[src/asp_cfg.svh]
// register offsets, field positions and timing constants of the addressable serial port
`ifndef ASP_CFG_SVH
`define ASP_CFG_SVH
`define ASP_ADR_RX_STAT 6'h00
`define ASP_ADR_RX_DATA 6'h04
`define ASP_ADR_TX_STAT 6'h08
`define ASP_ADR_BAUD 6'h0c
`define ASP_ADR_TX_DATA 6'h10
`define ASP_ADR_FLAGS 6'h14
`define ASP_ADR_ENABLES 6'h18
`define ASP_ADR_PRIO 6'h1c
`define ASP_RS_PORT_EN 7
`define ASP_RS_NINE 6
`define ASP_RS_SINGLE 5
`define ASP_RS_CONT 4
`define ASP_RS_ADDR 3
`define ASP_RS_FRAMING_ERROR 2
`define ASP_RS_OVERRUN_ERROR 1
`define ASP_RS_NINTH 0
`define ASP_TS_CLK_SRC 7
`define ASP_TS_NINE 6
`define ASP_TS_TX_EN 5
`define ASP_TS_SYNC 4
`define ASP_TS_HIGH_SPEED 2
`define ASP_TS_SHIFT_EMPTY 1
`define ASP_TS_NINTH 0
`define ASP_PF_RX 5
`define ASP_PF_TX 4
`define ASP_RS_WR_MASK 8'hf8
`define ASP_TS_WR_MASK 8'hf5
`define ASP_PF_MASK 8'h30
`define ASP_OVS_LAST 4'hf
`define ASP_OVS_MID 4'h7
`define ASP_PRE_FAST 2'h0
`define ASP_PRE_SLOW 2'h3
`endif

[src/asp_pkg.sv]
// types of the addressable serial port
package asp_pkg;
    typedef struct packed {
        logic [5:0] adr;
        logic [31:0] dat;
        logic we;
        logic [3:0] sel;
        logic cyc;
        logic stb;
    } asp_wb_req_t;
    typedef struct packed {
        logic [31:0] dat;
        logic ack;
    } asp_wb_rsp_t;
    typedef enum logic [1:0] {
        ASP_RX_IDLE = 2'b00,
        ASP_RX_START = 2'b01,
        ASP_RX_DATA = 2'b10,
        ASP_RX_STOP = 2'b11
    } asp_rx_state_t;
    typedef enum logic [1:0] {
        ASP_TX_IDLE = 2'b00,
        ASP_TX_START = 2'b01,
        ASP_TX_DATA = 2'b10,
        ASP_TX_STOP = 2'b11
    } asp_tx_state_t;
endpackage

[src/asp_serial_port.sv]
// addressable serial port: async receiver, sync master transmitter, wishbone registers
// Function
// receiver samples line at sixteen times baud
// async when sync clear and port enabled
// receive needs continuous enable; nine-bit option
// word done sets flag; interrupt if enabled
// status shows ninth bit, errors; data low byte
// clearing continuous enable clears receive errors
// software sets nine-bit, address-detect, then enable
// software reads words to check its address
// address detect off delivers every word
// baud set by divisor and high-speed select
// clock source bit seven gives master clock
// sync select bit four picks synchronous
// port enable turns pins to clock, data
// sync mode is half duplex
// shifter reloads only after last bit sent
// buffer to shifter move sets empty flag
// empty flag not software clearable; write clears
// transmit enable gates empty flag interrupt
// shift-empty bit is read-only polled status
// writing buffer with transmit enabled starts send
// unimplemented bits read zero
// async frame: start, eight/nine data, stop
// least significant bit first
// baud clock sixteen or sixty-four times bit
// address detect keeps only ninth-bit-one words
// sync master data follows generated clock
`timescale 1ns/1ps
`include "asp_cfg.svh"
module asp_serial_port
(
    input wire logic i_clk_sys,
    input wire logic i_resetn,
    input wire asp_pkg::asp_wb_req_t i_wb,
    output asp_pkg::asp_wb_rsp_t o_wb,
    input wire logic i_rx_pin,
    output logic o_tx_pin,
    output logic o_data_out,
    output logic o_data_oe,
    output logic o_rx_irq,
    output logic o_tx_irq
);
    import asp_pkg::*;

    logic [7:0] rx_stat;
    logic [7:0] tx_stat;
    logic [7:0] baud;
    logic [7:0] tx_buf;
    logic tx_buf_full;
    logic [7:0] rx_buf;
    logic rx_flag;
    logic tx_flag;
    logic [7:0] enables;
    logic [7:0] prio;
    logic ack;
    logic [31:0] rd_dat;
    logic [31:0] rd_q;

    // bus decode
    wire bus_req = i_wb.cyc && i_wb.stb && !ack;
    wire bus_wr = bus_req && i_wb.we && i_wb.sel[0];
    wire bus_rd = bus_req && !i_wb.we;
    wire wr_rs = bus_wr && (i_wb.adr == `ASP_ADR_RX_STAT);
    wire wr_ts = bus_wr && (i_wb.adr == `ASP_ADR_TX_STAT);
    wire wr_baud = bus_wr && (i_wb.adr == `ASP_ADR_BAUD);
    wire wr_txd = bus_wr && (i_wb.adr == `ASP_ADR_TX_DATA);
    wire wr_en = bus_wr && (i_wb.adr == `ASP_ADR_ENABLES);
    wire wr_pr = bus_wr && (i_wb.adr == `ASP_ADR_PRIO);
    wire rd_rxd = bus_rd && (i_wb.adr == `ASP_ADR_RX_DATA);

    wire port_en = rx_stat[`ASP_RS_PORT_EN];
    wire sync_mode = tx_stat[`ASP_TS_SYNC];
    wire async_on = port_en && !sync_mode;
    wire master_on = port_en && sync_mode && tx_stat[`ASP_TS_CLK_SRC];
    wire cont_en = rx_stat[`ASP_RS_CONT];
    wire nine_rx = rx_stat[`ASP_RS_NINE];
    wire tx_en = tx_stat[`ASP_TS_TX_EN];

    // baud generator: prescale by 4 for x64 so a tick is always x16 of the bit rate
    logic [7:0] brg_cnt;
    logic [1:0] pre_cnt;
    wire brg_hit = (brg_cnt == 8'h00);
    wire [1:0] pre_top = tx_stat[`ASP_TS_HIGH_SPEED] ? `ASP_PRE_FAST : `ASP_PRE_SLOW;
    wire tick16 = brg_hit && (pre_cnt == pre_top);
    always_ff @(posedge i_clk_sys)
    begin
        if (!i_resetn || !port_en)
        begin
            brg_cnt <= 8'h00;
            pre_cnt <= 2'h0;
        end
        else if (brg_hit)
        begin
            brg_cnt <= baud;
            pre_cnt <= (pre_cnt == pre_top) ? 2'h0 : pre_cnt + 2'h1;
        end
        else
            brg_cnt <= brg_cnt - 8'h01;
    end

    // receiver
    asp_rx_state_t rx_st;
    logic [3:0] ovs;
    logic [3:0] rx_bits;
    logic [8:0] rx_sh;
    // judge the stop bit at its middle, not at the edge where the last data bit may still stand
    wire rx_mid = tick16 && (ovs == `ASP_OVS_LAST);
    wire rx_last_bit = rx_bits == (nine_rx ? 4'h8 : 4'h7);
    wire rx_done = (rx_st == ASP_RX_STOP) && rx_mid;
    wire addr_ok = !(rx_stat[`ASP_RS_ADDR] && nine_rx) || rx_sh[8];
    wire rx_deliver = rx_done && addr_ok;
    wire rx_framing_error = rx_done && !i_rx_pin;
    wire rx_overrun = rx_deliver && rx_flag;
    wire rx_go = async_on && cont_en && !rx_stat[`ASP_RS_OVERRUN_ERROR];
    always_ff @(posedge i_clk_sys)
    begin
        if (!i_resetn || !rx_go)
        begin
            rx_st <= ASP_RX_IDLE;
            ovs <= 4'h0;
            rx_bits <= 4'h0;
            rx_sh <= 9'h000;
        end
        else if (tick16)
        begin
            ovs <= ovs + 4'h1;
            unique case (rx_st)
                ASP_RX_IDLE:
                begin
                    ovs <= 4'h0;
                    if (!i_rx_pin)
                        rx_st <= ASP_RX_START;
                end
                ASP_RX_START:
                    if (ovs == `ASP_OVS_MID)
                    begin
                        ovs <= 4'h0;
                        rx_st <= i_rx_pin ? ASP_RX_IDLE : ASP_RX_DATA;
                    end
                ASP_RX_DATA:
                    if (ovs == `ASP_OVS_LAST)
                    begin
                        rx_sh <= nine_rx ? {i_rx_pin, rx_sh[8:1]} : {1'b0, i_rx_pin, rx_sh[7:1]};
                        rx_bits <= rx_bits + 4'h1;
                        if (rx_last_bit)
                            rx_st <= ASP_RX_STOP;
                    end
                ASP_RX_STOP:
                    if (ovs == `ASP_OVS_LAST)
                    begin
                        rx_st <= ASP_RX_IDLE;
                        rx_bits <= 4'h0;
                    end
            endcase
        end
    end

    // transmitter, sync master: clock idles low, data changes on falling clock edge
    asp_tx_state_t tx_st;
    logic [8:0] transmit_shift_register;
    logic [3:0] tx_bits;
    logic [3:0] tx_ovs;
    logic clk_line;
    logic tx_nine;
    wire tsr_empty = (tx_st == ASP_TX_IDLE);
    wire tx_load = tsr_empty && tx_buf_full && tx_en && master_on && (rx_st == ASP_RX_IDLE);
    wire tx_bit_end = tick16 && (tx_ovs == `ASP_OVS_LAST);
    wire tx_last = tx_bits == (tx_nine ? 4'h8 : 4'h7);
    always_ff @(posedge i_clk_sys)
    begin
        if (!i_resetn || !master_on || !tx_en)
        begin
            tx_st <= ASP_TX_IDLE;
            transmit_shift_register <= 9'h000;
            tx_bits <= 4'h0;
            tx_ovs <= 4'h0;
            clk_line <= 1'b0;
            tx_nine <= 1'b0;
        end
        else if (tx_load)
        begin
            transmit_shift_register <= {tx_stat[`ASP_TS_NINTH], tx_buf};
            tx_nine <= tx_stat[`ASP_TS_NINE];
            tx_st <= ASP_TX_DATA;
            tx_ovs <= 4'h0;
            tx_bits <= 4'h0;
        end
        else if ((tx_st == ASP_TX_DATA) && tick16)
        begin
            tx_ovs <= tx_ovs + 4'h1;
            clk_line <= (tx_ovs == `ASP_OVS_MID) ? 1'b1 : (tx_bit_end ? 1'b0 : clk_line);
            if (tx_bit_end)
            begin
                transmit_shift_register <= {1'b0, transmit_shift_register[8:1]};
                tx_bits <= tx_bits + 4'h1;
                if (tx_last)
                    tx_st <= ASP_TX_IDLE;
            end
        end
    end

    // registers
    always_ff @(posedge i_clk_sys)
    begin
        if (!i_resetn)
        begin
            rx_stat <= 8'h00;
            tx_stat <= 8'h00;
            baud <= 8'h00;
            tx_buf <= 8'h00;
            tx_buf_full <= 1'b0;
            rx_buf <= 8'h00;
            rx_flag <= 1'b0;
            tx_flag <= 1'b0;
            enables <= 8'h00;
            prio <= 8'h00;
        end
        else
        begin
            if (wr_rs)
                rx_stat <= (i_wb.dat[7:0] & `ASP_RS_WR_MASK) | (rx_stat & ~`ASP_RS_WR_MASK);
            if (wr_ts)
                tx_stat <= (i_wb.dat[7:0] & `ASP_TS_WR_MASK) | (tx_stat & ~`ASP_TS_WR_MASK);
            if (wr_baud)
                baud <= i_wb.dat[7:0];
            if (wr_en)
                enables <= i_wb.dat[7:0] & `ASP_PF_MASK;
            if (wr_pr)
                prio <= i_wb.dat[7:0] & `ASP_PF_MASK;
            if (!cont_en || (wr_rs && !i_wb.dat[`ASP_RS_CONT]))
            begin
                rx_stat[`ASP_RS_FRAMING_ERROR] <= 1'b0;
                rx_stat[`ASP_RS_OVERRUN_ERROR] <= 1'b0;
            end
            if (rx_overrun)
                rx_stat[`ASP_RS_OVERRUN_ERROR] <= 1'b1;
            else if (rx_deliver)
            begin
                rx_buf <= rx_sh[7:0];
                rx_stat[`ASP_RS_NINTH] <= rx_sh[8];
                rx_stat[`ASP_RS_FRAMING_ERROR] <= rx_framing_error;
            end
            // set wins over the clear made by reading the data
            if (rx_deliver && !rx_overrun)
                rx_flag <= 1'b1;
            else if (rd_rxd)
                rx_flag <= 1'b0;
            tx_stat[`ASP_TS_SHIFT_EMPTY] <= tsr_empty;
            if (wr_txd)
            begin
                tx_buf <= i_wb.dat[7:0];
                tx_buf_full <= 1'b1;
            end
            else if (tx_load)
                tx_buf_full <= 1'b0;
            // flag tracks buffer state and transmit enable; bus writes to the flag register are ignored
            tx_flag <= tx_en && !(wr_txd || (tx_buf_full && !tx_load));
        end
    end

    wire [7:0] flags = {2'b00, rx_flag, tx_flag, 4'h0};
    always_comb
    begin
        unique case (i_wb.adr)
            `ASP_ADR_RX_STAT: rd_dat = {24'h0, rx_stat};
            `ASP_ADR_RX_DATA: rd_dat = {24'h0, rx_buf};
            `ASP_ADR_TX_STAT: rd_dat = {24'h0, tx_stat};
            `ASP_ADR_BAUD: rd_dat = {24'h0, baud};
            `ASP_ADR_TX_DATA: rd_dat = {24'h0, tx_buf};
            `ASP_ADR_FLAGS: rd_dat = {24'h0, flags};
            `ASP_ADR_ENABLES: rd_dat = {24'h0, enables};
            `ASP_ADR_PRIO: rd_dat = {24'h0, prio};
            default: rd_dat = 32'h0; // unmapped reads zero, still acked
        endcase
    end

    always_ff @(posedge i_clk_sys)
    begin
        if (!i_resetn)
        begin
            ack <= 1'b0;
            rd_q <= 32'h0;
        end
        else
        begin
            ack <= bus_req;
            if (bus_rd)
                rd_q <= rd_dat;
        end
    end
    assign o_wb = '{dat: rd_q, ack: ack};

    assign o_rx_irq = rx_flag && enables[`ASP_PF_RX];
    assign o_tx_irq = tx_flag && enables[`ASP_PF_TX];
    assign o_tx_pin = master_on ? clk_line : 1'b1;
    assign o_data_out = transmit_shift_register[0];
    assign o_data_oe = master_on && !tsr_empty;
endmodule

[config.mk]
export PLATFORM = sky130hd
export DESIGN_NAME = asp_serial_port
export DESIGN_NICKNAME = d
export VERILOG_FILES = /design/src/asp_pkg.sv /design/src/asp_serial_port.sv
export VERILOG_INCLUDE_DIRS = /design/src
export SDC_FILE = /design/constraint.sdc
export NUM_CORES = 1
export LEC_CHECK = 0
export ABC_CLOCK_PERIOD_IN_PS = 1900
export BUFFER_PORTS_ARGS = -buffer_cell sky130_fd_sc_hd__buf_2
export CAP_MARGIN = 20
export CORE_MARGIN = 1
export CORE_UTILIZATION = 51
export CTS_CLUSTER_SIZE = 25
export DETAILED_ROUTE_END_ITERATION = 8
export PLACE_DENSITY = 0.76
export RECOVER_POWER = 50
export SYNTH_ARGS = -nofsm -noshare
export SYNTH_HDL_FRONTEND = slang
export SYNTH_SLANG_ARGS = --single-unit
[constraint.sdc]
create_clock -name i_clk_sys -period 1.9 [get_ports i_clk_sys]
set_input_delay 0.095 -clock i_clk_sys [delete_from_list [all_inputs] [get_ports i_clk_sys]]
set_output_delay 0.095 -clock i_clk_sys [all_outputs]
set_load 0.1 [all_outputs]
* Word level (Yosys, flattened, before mapping)
Index checks and enable logic that the tools add are counted.
** Operators by class
- Reductions and logical operators :: 82
- Add/sub/neg operators :: 6
- Bitwise logic cells :: 4
- Eq/ne operators :: 22
- Multiplexer cells :: 40
** Operator list (count)
- 8-bit one-hot mux with 8 select lines :: 1
- 1-bit logical AND :: 37
- 9-bit 2-to-1 mux :: 4
- 2-bit 2-to-1 mux :: 13
- 6-bit by 5-bit equality test with 1-bit output (second input constant) :: 4
- 4-bit 2-to-1 mux :: 5
- 1-bit logical NOT :: 17
- 4-bit by 1-bit adder with 4-bit output (second input constant) :: 4
- 4-bit one-hot mux with 2 select lines :: 2
- 2-bit nonzero test :: 7
- 6-bit by 4-bit equality test with 1-bit output (second input constant) :: 2
- 1-bit 2-to-1 mux :: 12
- 2-bit != test (second input constant) :: 5
- 3-bit AND reduction :: 3
- 4-bit by 3-bit equality test with 1-bit output (second input constant) :: 2
- 4-bit equality test :: 2
- 4-bit equality test (second input constant) :: 2
- 8-bit logical NOT :: 1
- 8-bit 2-to-1 mux :: 1
- 8-bit by 3-bit OR with 8-bit output :: 1
- 8-bit by 4-bit OR with 8-bit output :: 1
- 2-bit one-hot mux with 4 select lines :: 1
- 8-bit by 1-bit subtractor with 8-bit output (second input constant) :: 1
- 1-bit logical OR :: 7
- 14 further kinds :: 19
** Storage, ports and cells
- Logic and storage cells :: 181
- Register bits after elaboration :: 129
- Input bits :: 48

* Longest topological paths before layout
- Depth in word-level cells :: 10
- Depth in mapped cells :: 7
- Depth with buffers taken out :: 6

* Least setup slack after synthesis
OpenSTA, ideal clock, no wires.
- Path type :: flip-flop to flip-flop
- Start point :: reg brg_cnt[0]
- End point :: reg transmit_shift_register[0]
- Clock period less this slack :: 2.065 ns
- Arrival time :: 1.932 ns
- Library setup time :: 0.133 ns
- Buffers on the path :: 1
- Cell stages (with the launch flop) :: 8
- Setup slack :: -0.165 ns
- Cells stage by stage :: dfxtp_1 > inv_1 > ha_1 > or3b_2 > a2111oi_4 > buf_6 > mux2i_1 > a21oi_1
** On the way
- Word-level cells in the longest chain between the ends :: 5
** RTL lines
- start, declared :: RTL line asp_serial_port.sv:81 : logic [7:0] brg_cnt;
- start signal, assigned :: RTL line asp_serial_port.sv:95 : brg_cnt <= baud;
- start signal, assigned :: RTL line asp_serial_port.sv:99 : brg_cnt <= brg_cnt - 8'h01;
- 8-bit logical NOT (*) :: RTL line asp_serial_port.sv:83 : wire brg_hit = (brg_cnt == 8'h00);
- 1-bit logical AND (*) :: RTL line asp_serial_port.sv:85 : wire tick16 = brg_hit && (pre_cnt == pre_top);
- 1-bit logical AND, on equally long branches :: RTL line asp_serial_port.sv:189, asp_serial_port.sv:168
- 2-bit nonzero test (no line)
- 2-bit AND reduction (no line) (*)
- end signal, assigned :: RTL line asp_serial_port.sv:183 : transmit_shift_register <= {tx_stat[`ASP_TS_NINTH], tx_buf};
- end signal, assigned :: RTL line asp_serial_port.sv:195 : transmit_shift_register <= {1'b0, transmit_shift_register[8:1]};
- end, declared :: RTL line asp_serial_port.sv:161 : logic [8:0] transmit_shift_register;
Every way passes the cells marked *; elsewhere a longest branch is shown, timed or not.
A chain may end at the register's enable or synchronous reset.

* Worst setup path after layout
- Start point :: reg brg_cnt[5]
- End point :: reg transmit_shift_register[2]
The elaborated chain is that of the path after synthesis.

==> metrics <==
largest net degree at the start of global routing=26; ANT nets after route=0; worst skew pair latency=about 0.38 ns; Setup crit start kind=flip-flop; clock sinks=roughly 100; Post-Synthesis Cells=619; Final Hold Vio Count=0; crit-path max cell delay=between 0.5 and 0.6 ns; Slew Viols, Final=0; DR iter-0 viols=between 400 and 500; vias in the first global route=4455; GRT overflow=0; Top delay family on crit path=simple AND/OR/NAND/NOR gates; worst hold stages=3; kind of critical path=reg2reg; I/O Buffers=34; multi-input logic area=roughly 2900 um2; Routed wire per std cell=roughly 17 um; Reg area=between 2000 and 2500 um2; die area=10600 um2; Max FO, Critical Path=14; violated checks=negative setup slack; CTS tree=built; Slew HR=roughly 33%; Hold Path Origin=i_wb[14]; post-synthesis sequential area ratio=40.0%; Critical Path Stages=5; Worst R2R Start=brg_cnt[5]; Total Power=3850 uW; fraction of registers with async set/reset=0%; fill count=roughly 860; via-per-instance ratio=~6; Place WS=-0.00802 ns; Buf/Inv on CP=1; synthesized area=~5200 um2; Die Wd=a little over 100 um; Critical-path top delay cell=or4_4; Tightest Hold Check Type=in2reg; status=finished, violations left; Leak=around 0.0021 uW; fmax=0.518 GHz; all-layer global routing usage=27.2%; Peak VDD IR=roughly 0.00058 V; RSZ-0062 raised after global routing=yes; synthesis-to-layout area growth=15.3%; DP Wirelength=roughly 10 mm; worst slew pin tran=roughly 1 ns; Starting Density=a little over half; R2R depth=5; router iterations before antenna repair=7; count of warnings emitted by yosys=0; Setup crit end kind=flip-flop; # Max-Cap Violations=0; core area=about 9800 um2; Final setup violation count=6; ant diodes=0; Netlist cell types=65; DRC=0; crit path launch=brg_cnt[5]; Critical Path AT=approximately 2.2 ns; setup ws final=-0.0307 ns; fin nets=between 700 and 800; minimum clock period=1.93 ns; post-route cell area=~6000 um2; Final GP Congestion=approximately 0.89; most frequent cells in the layout=dfxtp_1 (99), a21oi_1 (64), o21ai_0 (62), nand3_1 (56), buf_4 (46); Post-Syn Area per Cell=between 8 and 9 um2; clock root buffer=clkbuf_8; cell area after placement=roughly 5700 um2; worst clock skew=a little under 0.009 ns; Worst-path clk slew=0.10 ns; Die H=103 um; H-tree levels=3; FP Rows=36; overall routed net length=14.2 mm; first-pass GRT wire length=around 22 mm; num ports=between 80 and 90; Clock Path Buffers=2; fin util=approximately 61%; Vias=approximately 4900; PD cells=between 600 and 700 nW/um2; share of cells above drive strength 1=between 10% and 20%; CTS buffer count=9; commonest non-fill, non-tap cell in the layout=dfxtp_1; Req. time, crit path=2.17 ns; crit share post-route=102%; synthesized flop and latch total=~100; CP cell instances=or4_4 -> a2111oi_4 -> buf_12 -> mux2i_1 -> a21oi_1; antenna violations before repair=0; Post-synth EDFFs=0; Main synth FF type=dfxtp_1
==> layer usage <==
metal	wire [um]	up-vias	track usage (%)	part of all wire (%)
met5	0	-	0	0
met4	150	0	7.37	1.1
li1	-	2367	-	-
met3	1000	20	5.15	7.0
met2	6890	191	45.4	48
met1	6170	2353	36.0	43
==> kinds of logic (layout without fill, tap and decap cells) <==
logic type / Yosys count / in the layout / synth area share (%)
multiplexers: 31 / 31 / 6.05
XOR/XNOR: 7 / 7 / 1.18
other: 1 / 24 / 0.0720
AND/OR/NAND/NOR: 210 / 210 / 22.4
buffers and inverters: 77 / 120 / 7.56
AO/OA/AOI/OAI: 183 / 183 / 21.3
adder cells (fa/ha/maj): 6 / 6 / 1.44
flip-flops: 104 / 104 / 40.0
==> state kept, by name (all words and copies together), names as in the netlist, 2 cells and up, named ones only <==
| register | count |
|---|---|
| rd_q | 8 |
| transmit_shift_register | 9 |
| enables | 2 |
| tx_buf | 8 |
| ovs | 4 |
| rx_sh | 9 |
| brg_cnt | 8 |
| tx_bits | 4 |
| tx_stat | 7 |
| prio | 2 |
| pre_cnt | 2 |
| tx_ovs | 4 |
| baud | 8 |
| rx_buf | 8 |
| rx_bits | 4 |
| rx_stat | 8 |
==> Yosys cell counts, types with 2 or more instances <==
cell type	instances	share of area (%)
a211o_1	2	0.34
a211oi_1	7	1.0
a21o_1	4	0.58
a21oi_1	69	6.6
a22oi_1	3	0.43
a2bb2oi_1	4	0.67
a31oi_1	5	0.60
and2_1	9	1.1
and3_1	6	0.72
and3b_1	5	0.84
and4_1	3	0.50
buf_2	3	0.29
buf_4	25	3.6
clkbuf_1	32	2.3
dfxtp_1	104	40
ha_1	6	1.4
inv_1	13	0.94
mux2_2	4	0.86
mux2i_1	27	5.2
nand2_1	30	2.2
nand2b_1	2	0.24
nand3_1	57	5.5
nand3b_1	3	0.43
nand4_1	21	2.5
nor2_1	29	2.1
nor2b_1	4	0.48
nor3_1	7	0.67
nor3b_1	4	0.58
nor4_1	6	0.72
nor4b_1	2	0.34
o2111ai_1	4	0.67
o211ai_1	4	0.58
o21ai_0	62	6.0
o2bb2ai_1	5	0.84
o31ai_1	2	0.29
or2_2	2	0.24
or3_1	9	1.1
or4_1	3	0.43
xnor2_1	5	0.84
xor2_1	2	0.34
==> worst register-to-register path, stage by stage, from the launching register on <==
cell and delay (ns):
dfxtp_2 0.33, or4_4 0.59, a2111oi_4 0.41, buf_12 0.21, mux2i_1 0.21, a21oi_1 0.08
==> cell type report <==
type / count / share of cell area (%)
Clock inverter: 5 / 0.687
Sequential cell: 104 / 34.7
Tap cell: 133 / 2.77
Timing Repair Buffer: 89 / 10.0
Inverter: 15 / 0.937
Multi-Input combinational cell: 461 / 48.5
Clock buffer: 11 / 2.35
==> worst paths after layout <==
check / to / slack [ns]
worst max-delay path: transmit_shift_register[2] / -0.03
worst min-delay path: baud[7] / 0.02
worst max register to register: transmit_shift_register[2] / -0.03
worst min register to register: rd_q[5] / 0.46
==> power by group <==
group | total [uW] | leakage, uW | internal (uW) | switching [uW]
combinational | 364 | 0.00121 | 48.8 | 315
sequential | 2180 | 0.000840 | 2180 | 1.71
clock | 1300 | 0.0000861 | 522 | 778
total | 3850 | 0.00214 | 2750 | 1090
==> repair_timing <==
action	CTS	global route
pin swaps	9	18
hold buffers	3	0
cloned	1	0
setup buffers	2	3
resized for setup	9	18
hold endpoints to repair	6	0
endpoints found under the setup margin	9	39
==> metrics by stage <==
step | TNS (ns) | hold slack (ns) | instances
4_1_cts | -0.0447 | 0.00434 | 815
3_3_place_gp | -0.00964 | 0.376 | 793
6_report | -0.110 | 0.0204 | 818
2_1_floorplan | -0.155 | 0.242 | 642
5_1_grt | -0.731 | 0.0158 | 818
3_5_place_dp | -0.00931 | 0.384 | 793
No activity file was read; power rests on OpenSTA's default activity.
